## src/rtl/scan_decode_pkg.sv

```systemverilog
// constants, codes and states of the scan instruction decoder
package scan_decode_pkg;
  localparam int IR_W      = 5;
  localparam int DR_W      = 32;
  localparam int SYNC_W    = 2;
  typedef logic [IR_W-1:0] instr_t;
  localparam instr_t EXTEST_CODE         = 5'h00;
  localparam instr_t SAMPLE_CODE         = 5'h01;
  localparam instr_t USER_SCAN_A_CODE    = 5'h02;
  localparam instr_t USER_SCAN_B_CODE    = 5'h03;
  localparam instr_t INTEST_CODE         = 5'h07;
  localparam instr_t USERCODE_CODE       = 5'h08;
  localparam instr_t IDCODE_CODE         = 5'h09;
  localparam instr_t HIGHZ_CODE          = 5'h0A;
  localparam instr_t STARTUP_CLOCK_INSTR = 5'h0C;
  localparam instr_t BYPASS_CODE         = 5'h1F;
  localparam instr_t IR_CAPTURE_VAL      = 5'h01;
  localparam logic [DR_W-1:0] DR_ZERO    = 32'h0000_0000;
  typedef enum logic [15:0] {
    ST_TLR    = 16'h0001,
    ST_RTI    = 16'h0002,
    ST_SEL_DR = 16'h0004,
    ST_CAP_DR = 16'h0008,
    ST_SH_DR  = 16'h0010,
    ST_EX1_DR = 16'h0020,
    ST_PA_DR  = 16'h0040,
    ST_EX2_DR = 16'h0080,
    ST_UPD_DR = 16'h0100,
    ST_SEL_IR = 16'h0200,
    ST_CAP_IR = 16'h0400,
    ST_SH_IR  = 16'h0800,
    ST_EX1_IR = 16'h1000,
    ST_PA_IR  = 16'h2000,
    ST_EX2_IR = 16'h4000,
    ST_UPD_IR = 16'h8000
  } tap_state_t;
endpackage

```

## src/rtl/scan_pin_if.sv

```systemverilog
// synchronised scan pin events between pin sampler and decoder
`timescale 1ns/1ps
`default_nettype none
interface scan_pin_if;
  logic tck_rise;
  logic tck_fall;
  logic tms;
  logic tdi;
  modport src (output tck_rise, output tck_fall, output tms, output tdi);
  modport dst (input tck_rise, input tck_fall, input tms, input tdi);
endinterface
`default_nettype wire

```

## src/rtl/scan_instruction_decoder.sv

```systemverilog
// scan port state machine, instruction register and instruction decode
`timescale 1ns/1ps
`default_nettype none
module scan_instruction_decoder #(
  parameter logic [31:0] ID_CODE = 32'h1234_5001  // value arbitrary
) (
  // clock and reset
  input  wire logic        mclk_i,
  input  wire logic        rstn_i,
  // scan pins
  input  wire logic        tck_i,
  input  wire logic        tms_i,
  input  wire logic        tdi_i,
  output logic             tdo_o,
  output logic             tdo_oe_o,
  // configuration status
  input  wire logic        cfg_busy_i,
  input  wire logic        cfg_done_i,
  input  wire logic        startup_clock_source_i,
  // chain data
  input  wire logic [31:0] usercode_i,
  input  wire logic        bscan_tdo_i,
  input  wire logic        user_tdo_i,
  // decoded selects
  output logic             extest_o,
  output logic             sample_o,
  output logic             intest_o,
  output logic             highz_o,
  output logic             user_scan_instr_a_o,
  output logic             user_scan_instr_b_o,
  output logic             startup_step_o,
  // user register state outputs
  output logic             user_reset_o,
  output logic             user_update_o,
  output logic             user_shift_o
);
  scan_pin_if pins ();

  scan_pin_sync #(
    .STAGES (scan_decode_pkg::SYNC_W)
  ) u_sync (
    .mclk_i (mclk_i),
    .rstn_i (rstn_i),
    .tck_i  (tck_i),
    .tms_i  (tms_i),
    .tdi_i  (tdi_i),
    .pins   (pins)
  );

  scan_decode_pkg::tap_state_t state_q;
  scan_decode_pkg::tap_state_t state_d;
  scan_decode_pkg::instr_t     ir_q;
  scan_decode_pkg::instr_t     ir_d;
  scan_decode_pkg::instr_t     ir_sh_q;
  scan_decode_pkg::instr_t     ir_sh_d;
  scan_decode_pkg::instr_t     eff;
  logic [31:0]                 id_sh_q;
  logic [31:0]                 id_sh_d;
  logic [31:0]                 uc_sh_q;
  logic [31:0]                 uc_sh_d;
  logic                        byp_q;
  logic                        byp_d;
  logic                        is_public;
  logic                        legal;
  logic                        dr_bit;
  logic [9:0]                  out_d;
  logic [9:0]                  out_q;
  logic                        tdo_d;
  logic                        tdo_oe_d;

  // port state machine on scan clock rise
  always_comb begin
    state_d = state_q;
    if (pins.tck_rise) begin
      case (state_q)
        scan_decode_pkg::ST_TLR:    state_d = pins.tms ? scan_decode_pkg::ST_TLR
                                                       : scan_decode_pkg::ST_RTI;
        scan_decode_pkg::ST_RTI:    state_d = pins.tms ? scan_decode_pkg::ST_SEL_DR
                                                       : scan_decode_pkg::ST_RTI;
        scan_decode_pkg::ST_SEL_DR: state_d = pins.tms ? scan_decode_pkg::ST_SEL_IR
                                                       : scan_decode_pkg::ST_CAP_DR;
        scan_decode_pkg::ST_CAP_DR: state_d = pins.tms ? scan_decode_pkg::ST_EX1_DR
                                                       : scan_decode_pkg::ST_SH_DR;
        scan_decode_pkg::ST_SH_DR:  state_d = pins.tms ? scan_decode_pkg::ST_EX1_DR
                                                       : scan_decode_pkg::ST_SH_DR;
        scan_decode_pkg::ST_EX1_DR: state_d = pins.tms ? scan_decode_pkg::ST_UPD_DR
                                                       : scan_decode_pkg::ST_PA_DR;
        scan_decode_pkg::ST_PA_DR:  state_d = pins.tms ? scan_decode_pkg::ST_EX2_DR
                                                       : scan_decode_pkg::ST_PA_DR;
        scan_decode_pkg::ST_EX2_DR: state_d = pins.tms ? scan_decode_pkg::ST_UPD_DR
                                                       : scan_decode_pkg::ST_SH_DR;
        scan_decode_pkg::ST_UPD_DR: state_d = pins.tms ? scan_decode_pkg::ST_SEL_DR
                                                       : scan_decode_pkg::ST_RTI;
        scan_decode_pkg::ST_SEL_IR: state_d = pins.tms ? scan_decode_pkg::ST_TLR
                                                       : scan_decode_pkg::ST_CAP_IR;
        scan_decode_pkg::ST_CAP_IR: state_d = pins.tms ? scan_decode_pkg::ST_EX1_IR
                                                       : scan_decode_pkg::ST_SH_IR;
        scan_decode_pkg::ST_SH_IR:  state_d = pins.tms ? scan_decode_pkg::ST_EX1_IR
                                                       : scan_decode_pkg::ST_SH_IR;
        scan_decode_pkg::ST_EX1_IR: state_d = pins.tms ? scan_decode_pkg::ST_UPD_IR
                                                       : scan_decode_pkg::ST_PA_IR;
        scan_decode_pkg::ST_PA_IR:  state_d = pins.tms ? scan_decode_pkg::ST_EX2_IR
                                                       : scan_decode_pkg::ST_PA_IR;
        scan_decode_pkg::ST_EX2_IR: state_d = pins.tms ? scan_decode_pkg::ST_UPD_IR
                                                       : scan_decode_pkg::ST_SH_IR;
        scan_decode_pkg::ST_UPD_IR: state_d = pins.tms ? scan_decode_pkg::ST_SEL_DR
                                                       : scan_decode_pkg::ST_RTI;
        default:                    state_d = scan_decode_pkg::ST_TLR;
      endcase
    end
  end

  // legality of the held instruction
  always_comb begin
    is_public = (ir_q == scan_decode_pkg::EXTEST_CODE)
             || (ir_q == scan_decode_pkg::SAMPLE_CODE)
             || (ir_q == scan_decode_pkg::INTEST_CODE)
             || (ir_q == scan_decode_pkg::USERCODE_CODE)
             || (ir_q == scan_decode_pkg::IDCODE_CODE)
             || (ir_q == scan_decode_pkg::HIGHZ_CODE)
             || (ir_q == scan_decode_pkg::STARTUP_CLOCK_INSTR)
             || (ir_q == scan_decode_pkg::BYPASS_CODE);
    if (cfg_busy_i) begin
      legal = (ir_q == scan_decode_pkg::SAMPLE_CODE)
           || (ir_q == scan_decode_pkg::BYPASS_CODE);
    end else if ((ir_q == scan_decode_pkg::USER_SCAN_A_CODE)
              || (ir_q == scan_decode_pkg::USER_SCAN_B_CODE)) begin
      legal = cfg_done_i;
    end else begin
      legal = is_public;
    end
    eff = legal ? ir_q : scan_decode_pkg::BYPASS_CODE;
  end

  // instruction and data registers, tdo
  always_comb begin
    ir_d     = ir_q;
    ir_sh_d  = ir_sh_q;
    id_sh_d  = id_sh_q;
    uc_sh_d  = uc_sh_q;
    byp_d    = byp_q;
    tdo_d    = tdo_o;
    tdo_oe_d = tdo_oe_o;
    case (eff)
      scan_decode_pkg::USERCODE_CODE: dr_bit = uc_sh_q[0];
      scan_decode_pkg::IDCODE_CODE:   dr_bit = id_sh_q[0];
      scan_decode_pkg::EXTEST_CODE,
      scan_decode_pkg::SAMPLE_CODE,
      scan_decode_pkg::INTEST_CODE:   dr_bit = bscan_tdo_i;
      scan_decode_pkg::USER_SCAN_A_CODE,
      scan_decode_pkg::USER_SCAN_B_CODE: dr_bit = user_tdo_i;
      default:                        dr_bit = byp_q;
    endcase
    if (pins.tck_rise) begin
      if (state_q == scan_decode_pkg::ST_CAP_IR) begin
        ir_sh_d = scan_decode_pkg::IR_CAPTURE_VAL;
      end else if (state_q == scan_decode_pkg::ST_SH_IR) begin
        ir_sh_d = {pins.tdi, ir_sh_q[scan_decode_pkg::IR_W-1:1]};
      end else if (state_q == scan_decode_pkg::ST_CAP_DR) begin
        id_sh_d = ID_CODE;
        uc_sh_d = usercode_i;
        byp_d   = 1'b0;
      end else if (state_q == scan_decode_pkg::ST_SH_DR) begin
        id_sh_d = {pins.tdi, id_sh_q[scan_decode_pkg::DR_W-1:1]};
        uc_sh_d = {pins.tdi, uc_sh_q[scan_decode_pkg::DR_W-1:1]};
        byp_d   = pins.tdi;
      end
    end
    if (pins.tck_fall) begin
      tdo_oe_d = (state_q == scan_decode_pkg::ST_SH_IR)
              || (state_q == scan_decode_pkg::ST_SH_DR);
      tdo_d    = (state_q == scan_decode_pkg::ST_SH_IR) ? ir_sh_q[0] : dr_bit;
      if (state_q == scan_decode_pkg::ST_UPD_IR) begin
        ir_d = ir_sh_q;
      end
    end
    if (state_q == scan_decode_pkg::ST_TLR) begin
      ir_d = scan_decode_pkg::IDCODE_CODE;
    end
  end

  // registered selects and state mirrors
  always_comb begin
    out_d[0] = (eff == scan_decode_pkg::EXTEST_CODE);
    out_d[1] = (eff == scan_decode_pkg::SAMPLE_CODE);
    out_d[2] = (eff == scan_decode_pkg::INTEST_CODE);
    out_d[3] = (eff == scan_decode_pkg::HIGHZ_CODE);
    out_d[4] = (eff == scan_decode_pkg::USER_SCAN_A_CODE);
    out_d[5] = (eff == scan_decode_pkg::USER_SCAN_B_CODE);
    out_d[6] = pins.tck_rise && startup_clock_source_i
            && (eff == scan_decode_pkg::STARTUP_CLOCK_INSTR);
    out_d[7] = (state_q == scan_decode_pkg::ST_TLR);
    out_d[8] = (state_q == scan_decode_pkg::ST_UPD_DR);
    out_d[9] = (state_q == scan_decode_pkg::ST_SH_DR);
  end

  always_ff @(posedge mclk_i) begin
    if (!rstn_i) begin
      state_q  <= scan_decode_pkg::ST_TLR;
      ir_q     <= scan_decode_pkg::IDCODE_CODE;
      ir_sh_q  <= scan_decode_pkg::IR_CAPTURE_VAL;
      id_sh_q  <= scan_decode_pkg::DR_ZERO;
      uc_sh_q  <= scan_decode_pkg::DR_ZERO;
      byp_q    <= 1'b0;
      tdo_o    <= 1'b0;
      tdo_oe_o <= 1'b0;
      out_q    <= 10'h000;
    end else begin
      state_q  <= state_d;
      ir_q     <= ir_d;
      ir_sh_q  <= ir_sh_d;
      id_sh_q  <= id_sh_d;
      uc_sh_q  <= uc_sh_d;
      byp_q    <= byp_d;
      tdo_o    <= tdo_d;
      tdo_oe_o <= tdo_oe_d;
      out_q    <= out_d;
    end
  end

  assign extest_o            = out_q[0];
  assign sample_o            = out_q[1];
  assign intest_o            = out_q[2];
  assign highz_o             = out_q[3];
  assign user_scan_instr_a_o = out_q[4];
  assign user_scan_instr_b_o = out_q[5];
  assign startup_step_o      = out_q[6];
  assign user_reset_o        = out_q[7];
  assign user_update_o       = out_q[8];
  assign user_shift_o        = out_q[9];

  AST_INTEST_SEL: assert property (@(posedge mclk_i) disable iff (!rstn_i)
    (ir_q == scan_decode_pkg::INTEST_CODE) && !cfg_busy_i |=> intest_o && !highz_o)
    else $error("internal test not selected");
  AST_USERCODE_OUT: assert property (@(posedge mclk_i) disable iff (!rstn_i)
    pins.tck_fall && (state_q == scan_decode_pkg::ST_SH_DR)
    && (eff == scan_decode_pkg::USERCODE_CODE) |=> tdo_o == $past(uc_sh_q[0]) && tdo_oe_o)
    else $error("user code bit not on tdo");
  AST_IDCODE_CAP: assert property (@(posedge mclk_i) disable iff (!rstn_i)
    pins.tck_rise && (state_q == scan_decode_pkg::ST_CAP_DR) |=> id_sh_q == ID_CODE)
    else $error("identification not captured");
  AST_HIGHZ_SEL: assert property (@(posedge mclk_i) disable iff (!rstn_i)
    (eff == scan_decode_pkg::HIGHZ_CODE) |=> highz_o && !intest_o && !extest_o)
    else $error("highz not selected");
  AST_STARTUP_STEP: assert property (@(posedge mclk_i) disable iff (!rstn_i)
    pins.tck_rise && startup_clock_source_i && !cfg_busy_i
    && (ir_q == scan_decode_pkg::STARTUP_CLOCK_INSTR) |=> startup_step_o)
    else $error("start-up step missing");
  AST_STARTUP_HOLD: assert property (@(posedge mclk_i) disable iff (!rstn_i)
    !(pins.tck_rise && startup_clock_source_i) |=> !startup_step_o)
    else $error("start-up step without scan clock");
  AST_USER_BLOCKED: assert property (@(posedge mclk_i) disable iff (!rstn_i)
    !cfg_done_i && (ir_q == scan_decode_pkg::USER_SCAN_A_CODE) |=> !user_scan_instr_a_o)
    else $error("user instruction before configuration");
  AST_USER_ALLOWED: assert property (@(posedge mclk_i) disable iff (!rstn_i)
    cfg_done_i && !cfg_busy_i && (ir_q == scan_decode_pkg::USER_SCAN_B_CODE)
    |=> user_scan_instr_b_o)
    else $error("user instruction refused after configuration");
  AST_BUSY_LIMIT: assert property (@(posedge mclk_i) disable iff (!rstn_i)
    cfg_busy_i && (ir_q == scan_decode_pkg::SAMPLE_CODE) |=> sample_o && !intest_o)
    else $error("sample not honoured while busy");
  AST_SHIFT_MIRROR: assert property (@(posedge mclk_i) disable iff (!rstn_i)
    (state_q == scan_decode_pkg::ST_SH_DR) |=> user_shift_o && !user_reset_o)
    else $error("shift mirror wrong");
  AST_RESERVED_BYP: assert property (@(posedge mclk_i) disable iff (!rstn_i)
    !is_public && (ir_q != scan_decode_pkg::USER_SCAN_A_CODE)
    && (ir_q != scan_decode_pkg::USER_SCAN_B_CODE)
    |=> !(extest_o || sample_o || intest_o || highz_o || user_scan_instr_a_o
    || user_scan_instr_b_o))
    else $error("reserved code selected a chain");
  AST_BUSY_BYPASS: assert property (@(posedge mclk_i) disable iff (!rstn_i)
    cfg_busy_i && (ir_q != scan_decode_pkg::SAMPLE_CODE)
    |=> !(extest_o || sample_o || intest_o || highz_o || user_scan_instr_a_o
    || user_scan_instr_b_o))
    else $error("instruction honoured while busy");
endmodule // scan_instruction_decoder
`default_nettype wire

```

## src/rtl/scan_pin_sync.sv

```systemverilog
// two-stage sampler and edge finder for the scan pins
`timescale 1ns/1ps
`default_nettype none
module scan_pin_sync #(
  parameter int STAGES = scan_decode_pkg::SYNC_W
) (
  // clock and reset
  input  wire logic mclk_i,
  input  wire logic rstn_i,
  // raw pins
  input  wire logic tck_i,
  input  wire logic tms_i,
  input  wire logic tdi_i,
  // sampled events
  scan_pin_if.src   pins
);
  if (STAGES < 2) begin : g_chk
    $error("scan_pin_sync needs at least two stages");
  end

  logic [2:0] stage_q [STAGES];
  logic [2:0] stage_d [STAGES];
  logic       tck_prev_q;
  logic       tck_prev_d;

  // shift pins through the stages
  always_comb begin
    stage_d[0] = {tck_i, tms_i, tdi_i};
    for (int i = 1; i < STAGES; i++) begin
      stage_d[i] = stage_q[i-1];
    end
    tck_prev_d = stage_q[STAGES-1][2];
  end

  always_ff @(posedge mclk_i) begin
    if (!rstn_i) begin
      for (int i = 0; i < STAGES; i++) begin
        stage_q[i] <= 3'h0;
      end
      tck_prev_q <= 1'b0;
    end else begin
      stage_q    <= stage_d;
      tck_prev_q <= tck_prev_d;
    end
  end

  assign pins.tck_rise = stage_q[STAGES-1][2] & ~tck_prev_q;
  assign pins.tck_fall = ~stage_q[STAGES-1][2] & tck_prev_q;
  assign pins.tms      = stage_q[STAGES-1][1];
  assign pins.tdi      = stage_q[STAGES-1][0];
endmodule // scan_pin_sync
`default_nettype wire

```

## config.mk

```make
export PLATFORM = sky130hd
export DESIGN_NAME = scan_instruction_decoder
export DESIGN_NICKNAME = d
export VERILOG_FILES = /design/src/rtl/scan_decode_pkg.sv /design/src/rtl/scan_pin_if.sv /design/src/rtl/scan_instruction_decoder.sv /design/src/rtl/scan_pin_sync.sv
export SDC_FILE = /design/constraint.sdc
export NUM_CORES = 1
export LEC_CHECK = 0
export ABC_AREA = 1
export BUFFER_PORTS_ARGS = -buffer_cell sky130_fd_sc_hd__buf_2
export CELL_PAD_IN_SITES_DETAIL_PLACEMENT = 1
export CELL_PAD_IN_SITES_GLOBAL_PLACEMENT = 2
export CORE_ASPECT_RATIO = 0.9
export CORE_MARGIN = 5
export CORE_UTILIZATION = 35
export DETAILED_ROUTE_END_ITERATION = 6
export PLACE_DENSITY_LB_ADDON = 0.1
export SLEW_MARGIN = 40
export SYNTH_ARGS = -nofsm -noshare
export SYNTH_HDL_FRONTEND = slang
export SYNTH_HIERARCHICAL = 1
export SYNTH_SLANG_ARGS = --single-unit
export TNS_END_PERCENT = 10
```

## constraint.sdc

```tcl
create_clock -name mclk_i -period 4.15 [get_ports mclk_i]
set_input_delay 0.2075 -clock mclk_i [delete_from_list [all_inputs] [get_ports mclk_i]]
set_output_delay 0.2075 -clock mclk_i [all_outputs]
set_load 0.005 [all_outputs]
```

After elaboration in Yosys (flattened, before gate mapping)
Index checks and enable logic that the tools add are counted.

word-level totals
  flip-flop bits (word level) = 110
  input bits = 42
  output and inout port bits = 12
  logic and storage cells = 103

operators by class
  equality and inequality tests = 33
  multiplexer cells = 26
  bitwise gates (word level) = 7
  reductions and logical operators = 25

operators by type and width
  kind                                                   number
  case mux 16 bit (12 select lines)                      1
  two-way mux 32 bit                                     4
  equality test 5 x 4 -> 1 bit, second input constant    8
  two-way mux 16 bit                                     2
  equality test 5 x 2 -> 1 bit, second input constant    4
  two-way mux 9 bit                                      2
  equality test 16 x 1 -> 1 bit, second input constant   1
  equality test 16 x 10 -> 1 bit, second input constant  1
  equality test 16 x 11 -> 1 bit, second input constant  1
  equality test 16 x 12 -> 1 bit, second input constant  1
  equality test 16 x 13 -> 1 bit, second input constant  1
  equality test 16 x 14 -> 1 bit, second input constant  1
  equality test 16 x 15 -> 1 bit, second input constant  1
  equality test 16 bit, second input constant            1
  equality test 16 x 2 -> 1 bit, second input constant   1
  equality test 16 x 3 -> 1 bit, second input constant   1
  equality test 16 x 4 -> 1 bit, second input constant   1
  equality test 16 x 5 -> 1 bit, second input constant   1
  equality test 16 x 6 -> 1 bit, second input constant   1
  equality test 16 x 7 -> 1 bit, second input constant   1
  equality test 16 x 8 -> 1 bit, second input constant   1
  equality test 16 x 9 -> 1 bit, second input constant   1
  two-way mux 15 bit                                     1
  two-way mux 5 bit                                      3
  22 further kinds                                       50

Depth between registers and ports, before layout
Gate-level depths: netlist of run 1.

  word-level depth = 15
  depth in mapped cells = 13
  depth with buffers taken out = 13

Cells and area by module
The synthesis of run 1 kept the hierarchy.

modules (own cells, without submodules)
  module                    times used  cells an instance  area an instance (sq um)  seq. area each (sq um)
  scan_instruction_decoder  1           607                4405.5                    2042.0
  scan_pin_sync             1           25                 207.7                     140.1

Worst setup path before layout of run 1
Ideal clock, no wire load.

  path kind = register to register
  start point = register state_q[13]
  end point = register id_sh_q[29]
  setup time = 0.137 ns
  data arrival time = 1.631 ns
  path slack = 2.382 ns
  stages on the path, launching flop included = 13
  path buffers = 1
  clock period less this slack = 1.768 ns
  cells stage by stage = dfxtp_1 > nor2_1 > nand2_1 > nor2_2 > nand2_1 > or2_1 > nand2_1 > inv_2 > nor2_8 > inv_2 > buf_2 > a21oi_1 > nor3_2

on the way
  cells in the longest elaborated chain, start to end = 3
  elaborated cells on any way between the ends = 9
  those cells by class = eq/ne (4); mux (1); bitwise (2); reduce/logical (2)

RTL lines
  item                                                              line                             RTL
  start: declaration                                                scan_instruction_decoder.sv:50   scan_decode_pkg::tap_state_t state_q;
  start signal: assignment                                          scan_instruction_decoder.sv:199  state_q <= scan_decode_pkg::ST_TLR;
  start signal: assignment                                          scan_instruction_decoder.sv:209  state_q <= state_d;
  equality test 16 x 5 -> 1 bit (tied with other cells)             scan_instruction_decoder.sv:163  end else if (state_q == scan_decode_pkg::ST_SH_DR) begin
  nonzero test 2 bit (no source line) or NOT 1 bit (tied branches)  n/a
  AND reduction 4 bit (no source line)                              n/a
  end signal: assignment                                            scan_instruction_decoder.sv:202  id_sh_q <= scan_decode_pkg::DR_ZERO;
  end signal: assignment                                            scan_instruction_decoder.sv:212  id_sh_q <= id_sh_d;
  end: declaration                                                  scan_instruction_decoder.sv:57   logic [31:0] id_sh_q;

Parallel ways exist; a longest one is shown, timed or not.
A chain may end at the register's enable or synchronous reset.

Worst setup path in the final report of run 1
  start point = register state_q[14]
  end point = register id_sh_q[0]

Same word-level chain as after synthesis.

==> results of run 1 <==
[report_power, final]
group / switching, uW / leakage (uW) / internal, uW
Clock: 397 / 0.000140 / 471
Combinational: 43.7 / 0.00114 / 24.5
Sequential: 3.47 / 0.000880 / 1050
Total: 444 / 0.00216 / 1550
[cells in the mapped netlist (all sizes together)]
master / count
buf: 15
nand4: 8
dfxtp: 109
a21oi: 50
nand2: 140
a2111oi: 1
or2: 1
nor4: 2
o211ai: 1
and3: 1
a211oi: 4
o211a: 2
clkinv: 3
o2111ai: 1
nand3: 24
nor2: 69
clkbuf: 19
a221oi: 1
a31oi: 32
inv: 55
nor3: 44
o21ai: 50
[critical path, stage by stage (launching register included)]
cell and delay (ns):
dfxtp_1 0.34, nor2_1 0.17, nand2_1 0.16, nor2_2 0.19, nand2_1 0.13, or2_1 0.26
nand2_1 0.08, inv_2 0.07, nor2_8 0.41, inv_2 0.37, nor3_1 0.27, a211oi_2 0.05
[final cells by class]
cell class                      count  share of cell area
Multi-Input combinational cell    431               0.390
Timing Repair Buffer               60              0.0603
Clock buffer                       11              0.0441
Clock inverter                      5              0.0114
Sequential cell                   109               0.414
Inverter                           58              0.0413
Tap cell                          164              0.0389
[sequential cells by signal, summed over array words and instances (netlist names)]
register and cells:
u_sync/tck_prev_q 1, u_sync/stage_d 3, u_sync/pins.tms 1, id_sh_q 32, u_sync/stage_q 1, tdo_oe_o 1
ir_q 5, state_q 16, ir_sh_q 5, out_q 10, uc_sh_q 32, u_sync/pins.tdi 1
tdo_o 1
[per-layer routing]
metal | track usage | vias up | part of all wire | wire length, um
met2 | 0.258 | 71 | 0.44 | 5490
met1 | 0.226 | 2014 | 0.50 | 6190
met5 | 0 | - | 0 | 0
li1 | - | 2175 | - | -
met3 | 0.0506 | 14 | 0.048 | 593
met4 | 0.0405 | 0 | 0.013 | 163
[per-stage QoR]
step | setup slack [ns] | hold slack (ns)
after floorplan | 2.38 | 0.301
after global placement | 1.60 | 0.384
after detailed placement | 1.50 | 0.392
after CTS | 1.50 | 0.0198
after global routing | 1.21 | 0.0532
final | 1.50 | 0.0370
[kinds of logic (layout without fill, tap and decap cells)]
| kind of cell | Yosys count | in the layout |
|---|---|---|
| simple gates | 289 | 289 |
| compound gates | 142 | 142 |
| flops | 109 | 109 |
| buf+inv | 92 | 134 |
[worst max-delay path by stage]
stage                     cells past startpoint         from          end  slack [ns]
after floorplan                              12  state_q[13]  id_sh_q[29]        2.38
after global placement                       10   state_q[8]   id_sh_q[0]        1.60
after detailed placement                     11  state_q[14]   id_sh_q[0]        1.50
after CTS                                    11  state_q[14]   id_sh_q[0]        1.50
after global routing                         10   state_q[0]   id_sh_q[0]        1.21
final                                        11  state_q[14]   id_sh_q[0]        1.50
==> out/metrics.csv, run 1 <==
stage,metric,value,unit
yosys,synth_area_leader_cell,dfxtp_1,
yosys,synthesis.instances,632,
pwr,power.total,1990,uW
layout,nNetsFinal,711,
yosys,ys_types,30,
layout,final_common_cell,nand2_1,
placed_design,dp_hpwl,8.57,mm
clocking,clock_sinks,109,
min_path,min_path_type,in2reg,
route,wirelength,12.4,mm
die,die_x,131,um
sta,final-hold-violation-count,0,
clocking,cts_root_buf,clkbuf_16,
route,routedWlPerCell,14.8,um
layout,area_growth,14.3,%
run_status,outcome,"finished, final reports clean",
yosys,ys_seq_elements,109,
yosys,yosys-top-cells-area,"dfxtp_1 47%, nand2_1 11%, nor2_1 5.5%",
sta,min_period,2.65,ns
clocking,cts.hold.buffers_added,0,
die,die_h,119,um
die,die_area,15600,um^2
sta,final.setup.tns,0,ns
route,first_pass_iters,6,
worst_setup_path,cp-end-kind,register,
die,ios,54,
layout,drive_above_1_share,0.134,
worst_setup_path,r2r_start,state_q[14],
route,vias,4274,
worst_setup_path,critPathKind,reg2reg,
route,viasPerCell,5.10,
min_path,holdPathStages,3,
clocking,cts_tree,built,
yosys,synth_adder_area_share,0,
yosys,synth_top_family_by_area,simple AND/OR/NAND/NOR gates,
grt,grt_pass1_wl,21.2,mm
placed_design,portBuffers,53,
sta,final-setup-viol-count,0,
min_path,hold_start,tms_i,
yosys,yosysWarnings,6,
yosys,synthSimpleGateAreaFrac,0.274,
placed_design,dp_cells,822,
die,start_util,0.361,
sta,rsz0062_at_grt,no,
yosys,synth_top_cell_area_share,0.473,
worst_setup_path,rr_endpoint,id_sh_q[0],
layout,final_cell_mix,"139 x nand2_1, 109 x dfxtp_1, 67 x nor2_1, 53 x buf_2, 52 x inv_1",
clocking,cts_made_buffers,9,
clocking,cts_resized,0,
clocking,path_clk_slew,0.07,ns
worst_setup_path,arrival,2.87,ns
layout,finish.utilization,0.412,
clocking,ctsLongestPathBuffers,2,
grt,grt_overflow_total,0,
worst_setup_path,r2r_slack,1.50,ns
sta,slew_headroom,0.597,
grt,grt_pass1_vias,4419,
die,core_area,12800,um^2
layout,finish.instance_area,5270,um^2
yosys,mappedNetlistArea,4610,um^2
worst_setup_path,rr_worst_depth,11,
clocking,post_cts_buffers,0,
pwr,ir_drop,231,uV
yosys,syn_area_per_cell,7.30,um^2
sta,period_share,0.638,
grt,grt_max_degree,48,
sta,clock.fmax,378,MHz
route,drtIter0Drc,195,
layout,diodes,0,
route,ant_nets,0,
worst_setup_path,path_max_fanout,41,
min_path,hold_end,u_sync/stage_d[1],
layout,seqCellArea,2180,um^2
die,rows,39,
placed_design,place_area,4980,um^2
layout,final-instance-count-excl-fill,838,
clocking,insertion_delay,0.35,ns
grt,grt_usage,0.166,
pwr,p_leak,0.00216,uW
grt,antenna_found_initial,0,
flow_run,maxCapViolations,0,
sta,worstMarginPinSlew,0.602,ns
yosys,synth_xor_area_frac,0,
yosys,synth_mux_area_frac,0,
yosys,syn-num-nets,674,
sta,finalMaxSlewViolations,0,
sta,clock_skew,0.00783,ns
yosys,ys_seq_area_frac,0.473,
layout,multi_input_area,2060,um^2
worst_setup_path,critPathRequiredTime,4.37,ns
clocking,cts_htree_levels,3,
pwr,power_density,378,nW/um^2
yosys,synth_compound_area_frac,0.171,
worst_setup_path,start_kind,register,
placed_design,place.gp.congestion,0.817,
layout,fill_cells,1628,
route,drc_errors,0,
No activity file was read; power rests on OpenSTA's default activity.
==> run 2, diff against run 1 <==
- CORE_UTILIZATION: 35 -> 33
- clock period: 4.15 -> 2.45 ns (I/O delays scaled with it)
==> out/metrics.csv, run 2 (synthesis results as in run 1) <==
stage,metric,value,unit,change
run_status,outcome,"finished, final reports clean",,
sta,final-setup-viol-count,0,,unchanged
sta,clock.fmax,469,MHz,+24%
clocking,cts_tree,built,,
clocking,cts_made_buffers,9,,unchanged
die,rows,41,,+5.1%
placed_design,portBuffers,53,,unchanged
die,die_h,122,um,+2.7%
sta,clock_skew,0.00488,ns,-0.00295 ns
pwr,power_frac_seq,0.542,,+0.012
grt,grt_usage,0.162,,-0.00451
grt,grt_max_degree,72,,+50%
route,ant_nets,0,,unchanged
grt,antenna_found_initial,0,,unchanged
die,start_util,0.333,,-0.0278
placed_design,dp_hpwl,8.96,mm,+4.5%
sta,slew_headroom,0.585,,-0.0124
die,core_area,13900,um^2,+8.3%
min_path,min_path_type,in2reg,,
sta,rsz0062_at_grt,no,,
worst_setup_path,start_kind,register,,
layout,top_regs,"id_sh_q (32), uc_sh_q (32), state_q (16)",,
sta,final-hold-violation-count,0,,unchanged
pwr,share_comb_of_total_power,0.038,,+0.004
clocking,clock_sinks,109,,unchanged
grt,grt_pass1_wl,21.6,mm,+1.6%
route,vias,4273,,-0.023%
sta,final.setup.tns,0,ns,unchanged
sta,finalMaxSlewViolations,0,,unchanged
layout,area_growth,16.9,%,
worst_setup_path,cp-end-kind,register,,
worst_setup_path,critPathRequiredTime,2.70,ns,-1.67 ns
sta,timing.hold.ws,0.0316,ns,-0.00539 ns
pwr,power_density,610,nW/um^2,+62%
pwr,intPower,2540,uW,+65%
layout,fill_cells,1749,,+7.4%
clocking,cts_root_buf,clkbuf_16,,
grt,grt_pass1_vias,4521,,+2.3%
worst_setup_path,critPathSlowestCell,dfxtp_1,,
clocking,cts_htree_levels,3,,unchanged
flow_run,maxCapViolations,0,,unchanged
clocking,insertion_delay,0.35,ns,about the same
layout,drive_above_1_share,0.146,,+0.0120
route,first_pass_iters,4,,-2
pwr,ir_drop,330,uV,+43%
pwr,switchingPower,747,uW,+68%
worst_setup_path,arrival,2.38,ns,-0.49 ns
layout,final_common_cell,nand2_1,,
route,wirelength,12.6,mm,+0.97%
die,ios,54,,unchanged
die,die_x,135,um,+2.8%
clocking,path_clk_slew,0.07,ns,about the same
layout,finish.utilization,0.389,,-0.0229
pwr,p_leak,0.00223,uW,+3.4%
clocking,ctsLongestPathBuffers,2,,unchanged
sta,min_period,2.13,ns,-0.517 ns
route,routedWlPerCell,14.6,um,-1.5%
worst_setup_path,cp_common_cell,nand2_1,,
layout,diodes,0,,unchanged
pwr,p_sw_frac,0.227,,+0.00397
route,drtIter0Drc,202,,+3.6%
sta,worstMarginPinSlew,0.622,ns,+0.0194 ns
worst_setup_path,path_max_fanout,71,,+73%
die,die_area,16400,um^2,+5.6%
worst_setup_path,path_cells,nor2_1 -> nand2_1 -> nor2_2 -> nand2_1 -> or2_1 -> nand2_1 -> inv_2 -> nor2_8 -> buf_12 -> nand2_1 -> a21oi_1 -> nor2_1,,
worst_setup_path,slowest_delay,0.34,ns,-0.07 ns
layout,final_cell_mix,"140 x nand2_1, 109 x dfxtp_1, 67 x nor2_1, 53 x inv_1, 53 x buf_2",,
worst_setup_path,critPathKind,reg2reg,,
route,viasPerCell,4.97,,-2.5%
grt,grt_overflow_total,0,,unchanged
sta,period_share,0.870,,+0.232
pwr,pwr-share-clk,0.420,,-0.016
placed_design,place.gp.congestion,0.784,,-4.0%
route,drc_errors,0,,unchanged
layout,nNetsFinal,725,,+2.0%
==> run 2: final timing paths <==
kind,startpoint,end,slack [ns],cells after the start
setup / recovery,state_q[13],uc_sh_q[31],0.32,12
hold / removal,usercode_i[17],uc_sh_q[17],0.03,3
setup reg to reg,state_q[13],uc_sh_q[31],0.32,12
hold reg to reg,u_sync/stage_d[0],u_sync/pins.tdi,0.42,2
==> run 2: cell type report <==
| class | count | area (um^2) | area share |
|---|---|---|---|
| clock buffer | 10 | 239 | 0.0443 |
| clock inverter | 5 | 36.3 | 0.00673 |
| inverter | 58 | 218 | 0.0404 |
| multi-input combinational | 431 | 2060 | 0.382 |
| sequential | 109 | 2180 | 0.405 |
| tap | 172 | 215 | 0.0399 |
| timing repair buffer | 74 | 445 | 0.0826 |
==> run 2: power groups by stage <==
| stage | Sequential (uW) | Combinational (uW) | Clock, uW |
|---|---|---|---|
| CTS | 1780 | 127 | 1450 |
| finish | 1790 | 124 | 1380 |
| global placement | 1830 | 121 | 0 |
| global route | 1790 | 139 | 1510 |
| detailed placement | 1830 | 121 | 0 |
| floorplan | 1820 | 54.9 | 0 |
==> run 2: worst max-delay path: cells and delay by family, from the launching register on <==
kind	cells	cell delay, ns
compound gates	1	0.13
buf+inv	2	0.32
flops	1	0.34
simple gates	9	1.22
==> run 2: what timing repair did <==
item	4_1_cts	5_1_grt
hold buffers	4	0
setup buffers	0	0
gates resized for setup	0	1
setup endpoints to repair	0	2
hold endpoints to repair	4	0
==> run 2: per-stage QoR <==
step	total power, uW	setup WS (ns)	cells	cell area, um^2
after floorplan	1880	0.682	632	4610
after global placement	1950	0.375	840	5070
after detailed placement	1950	0.310	840	5070
after CTS	3360	0.293	859	5390
after global routing	3430	0.000156	859	5390
final	3290	0.319	859	5390
==> run 2: per-layer routing <==
metal  part of all wire  vias to the layer above  global-route usage  wire length (um)
met2               0.47                       57               0.270              5880
met1               0.48                     2004               0.207              6030
met3              0.035                       14              0.0388               444
met5                  0                        -                   0                 0
li1                   -                     2198                   -                 -
met4              0.016                        0              0.0528               195
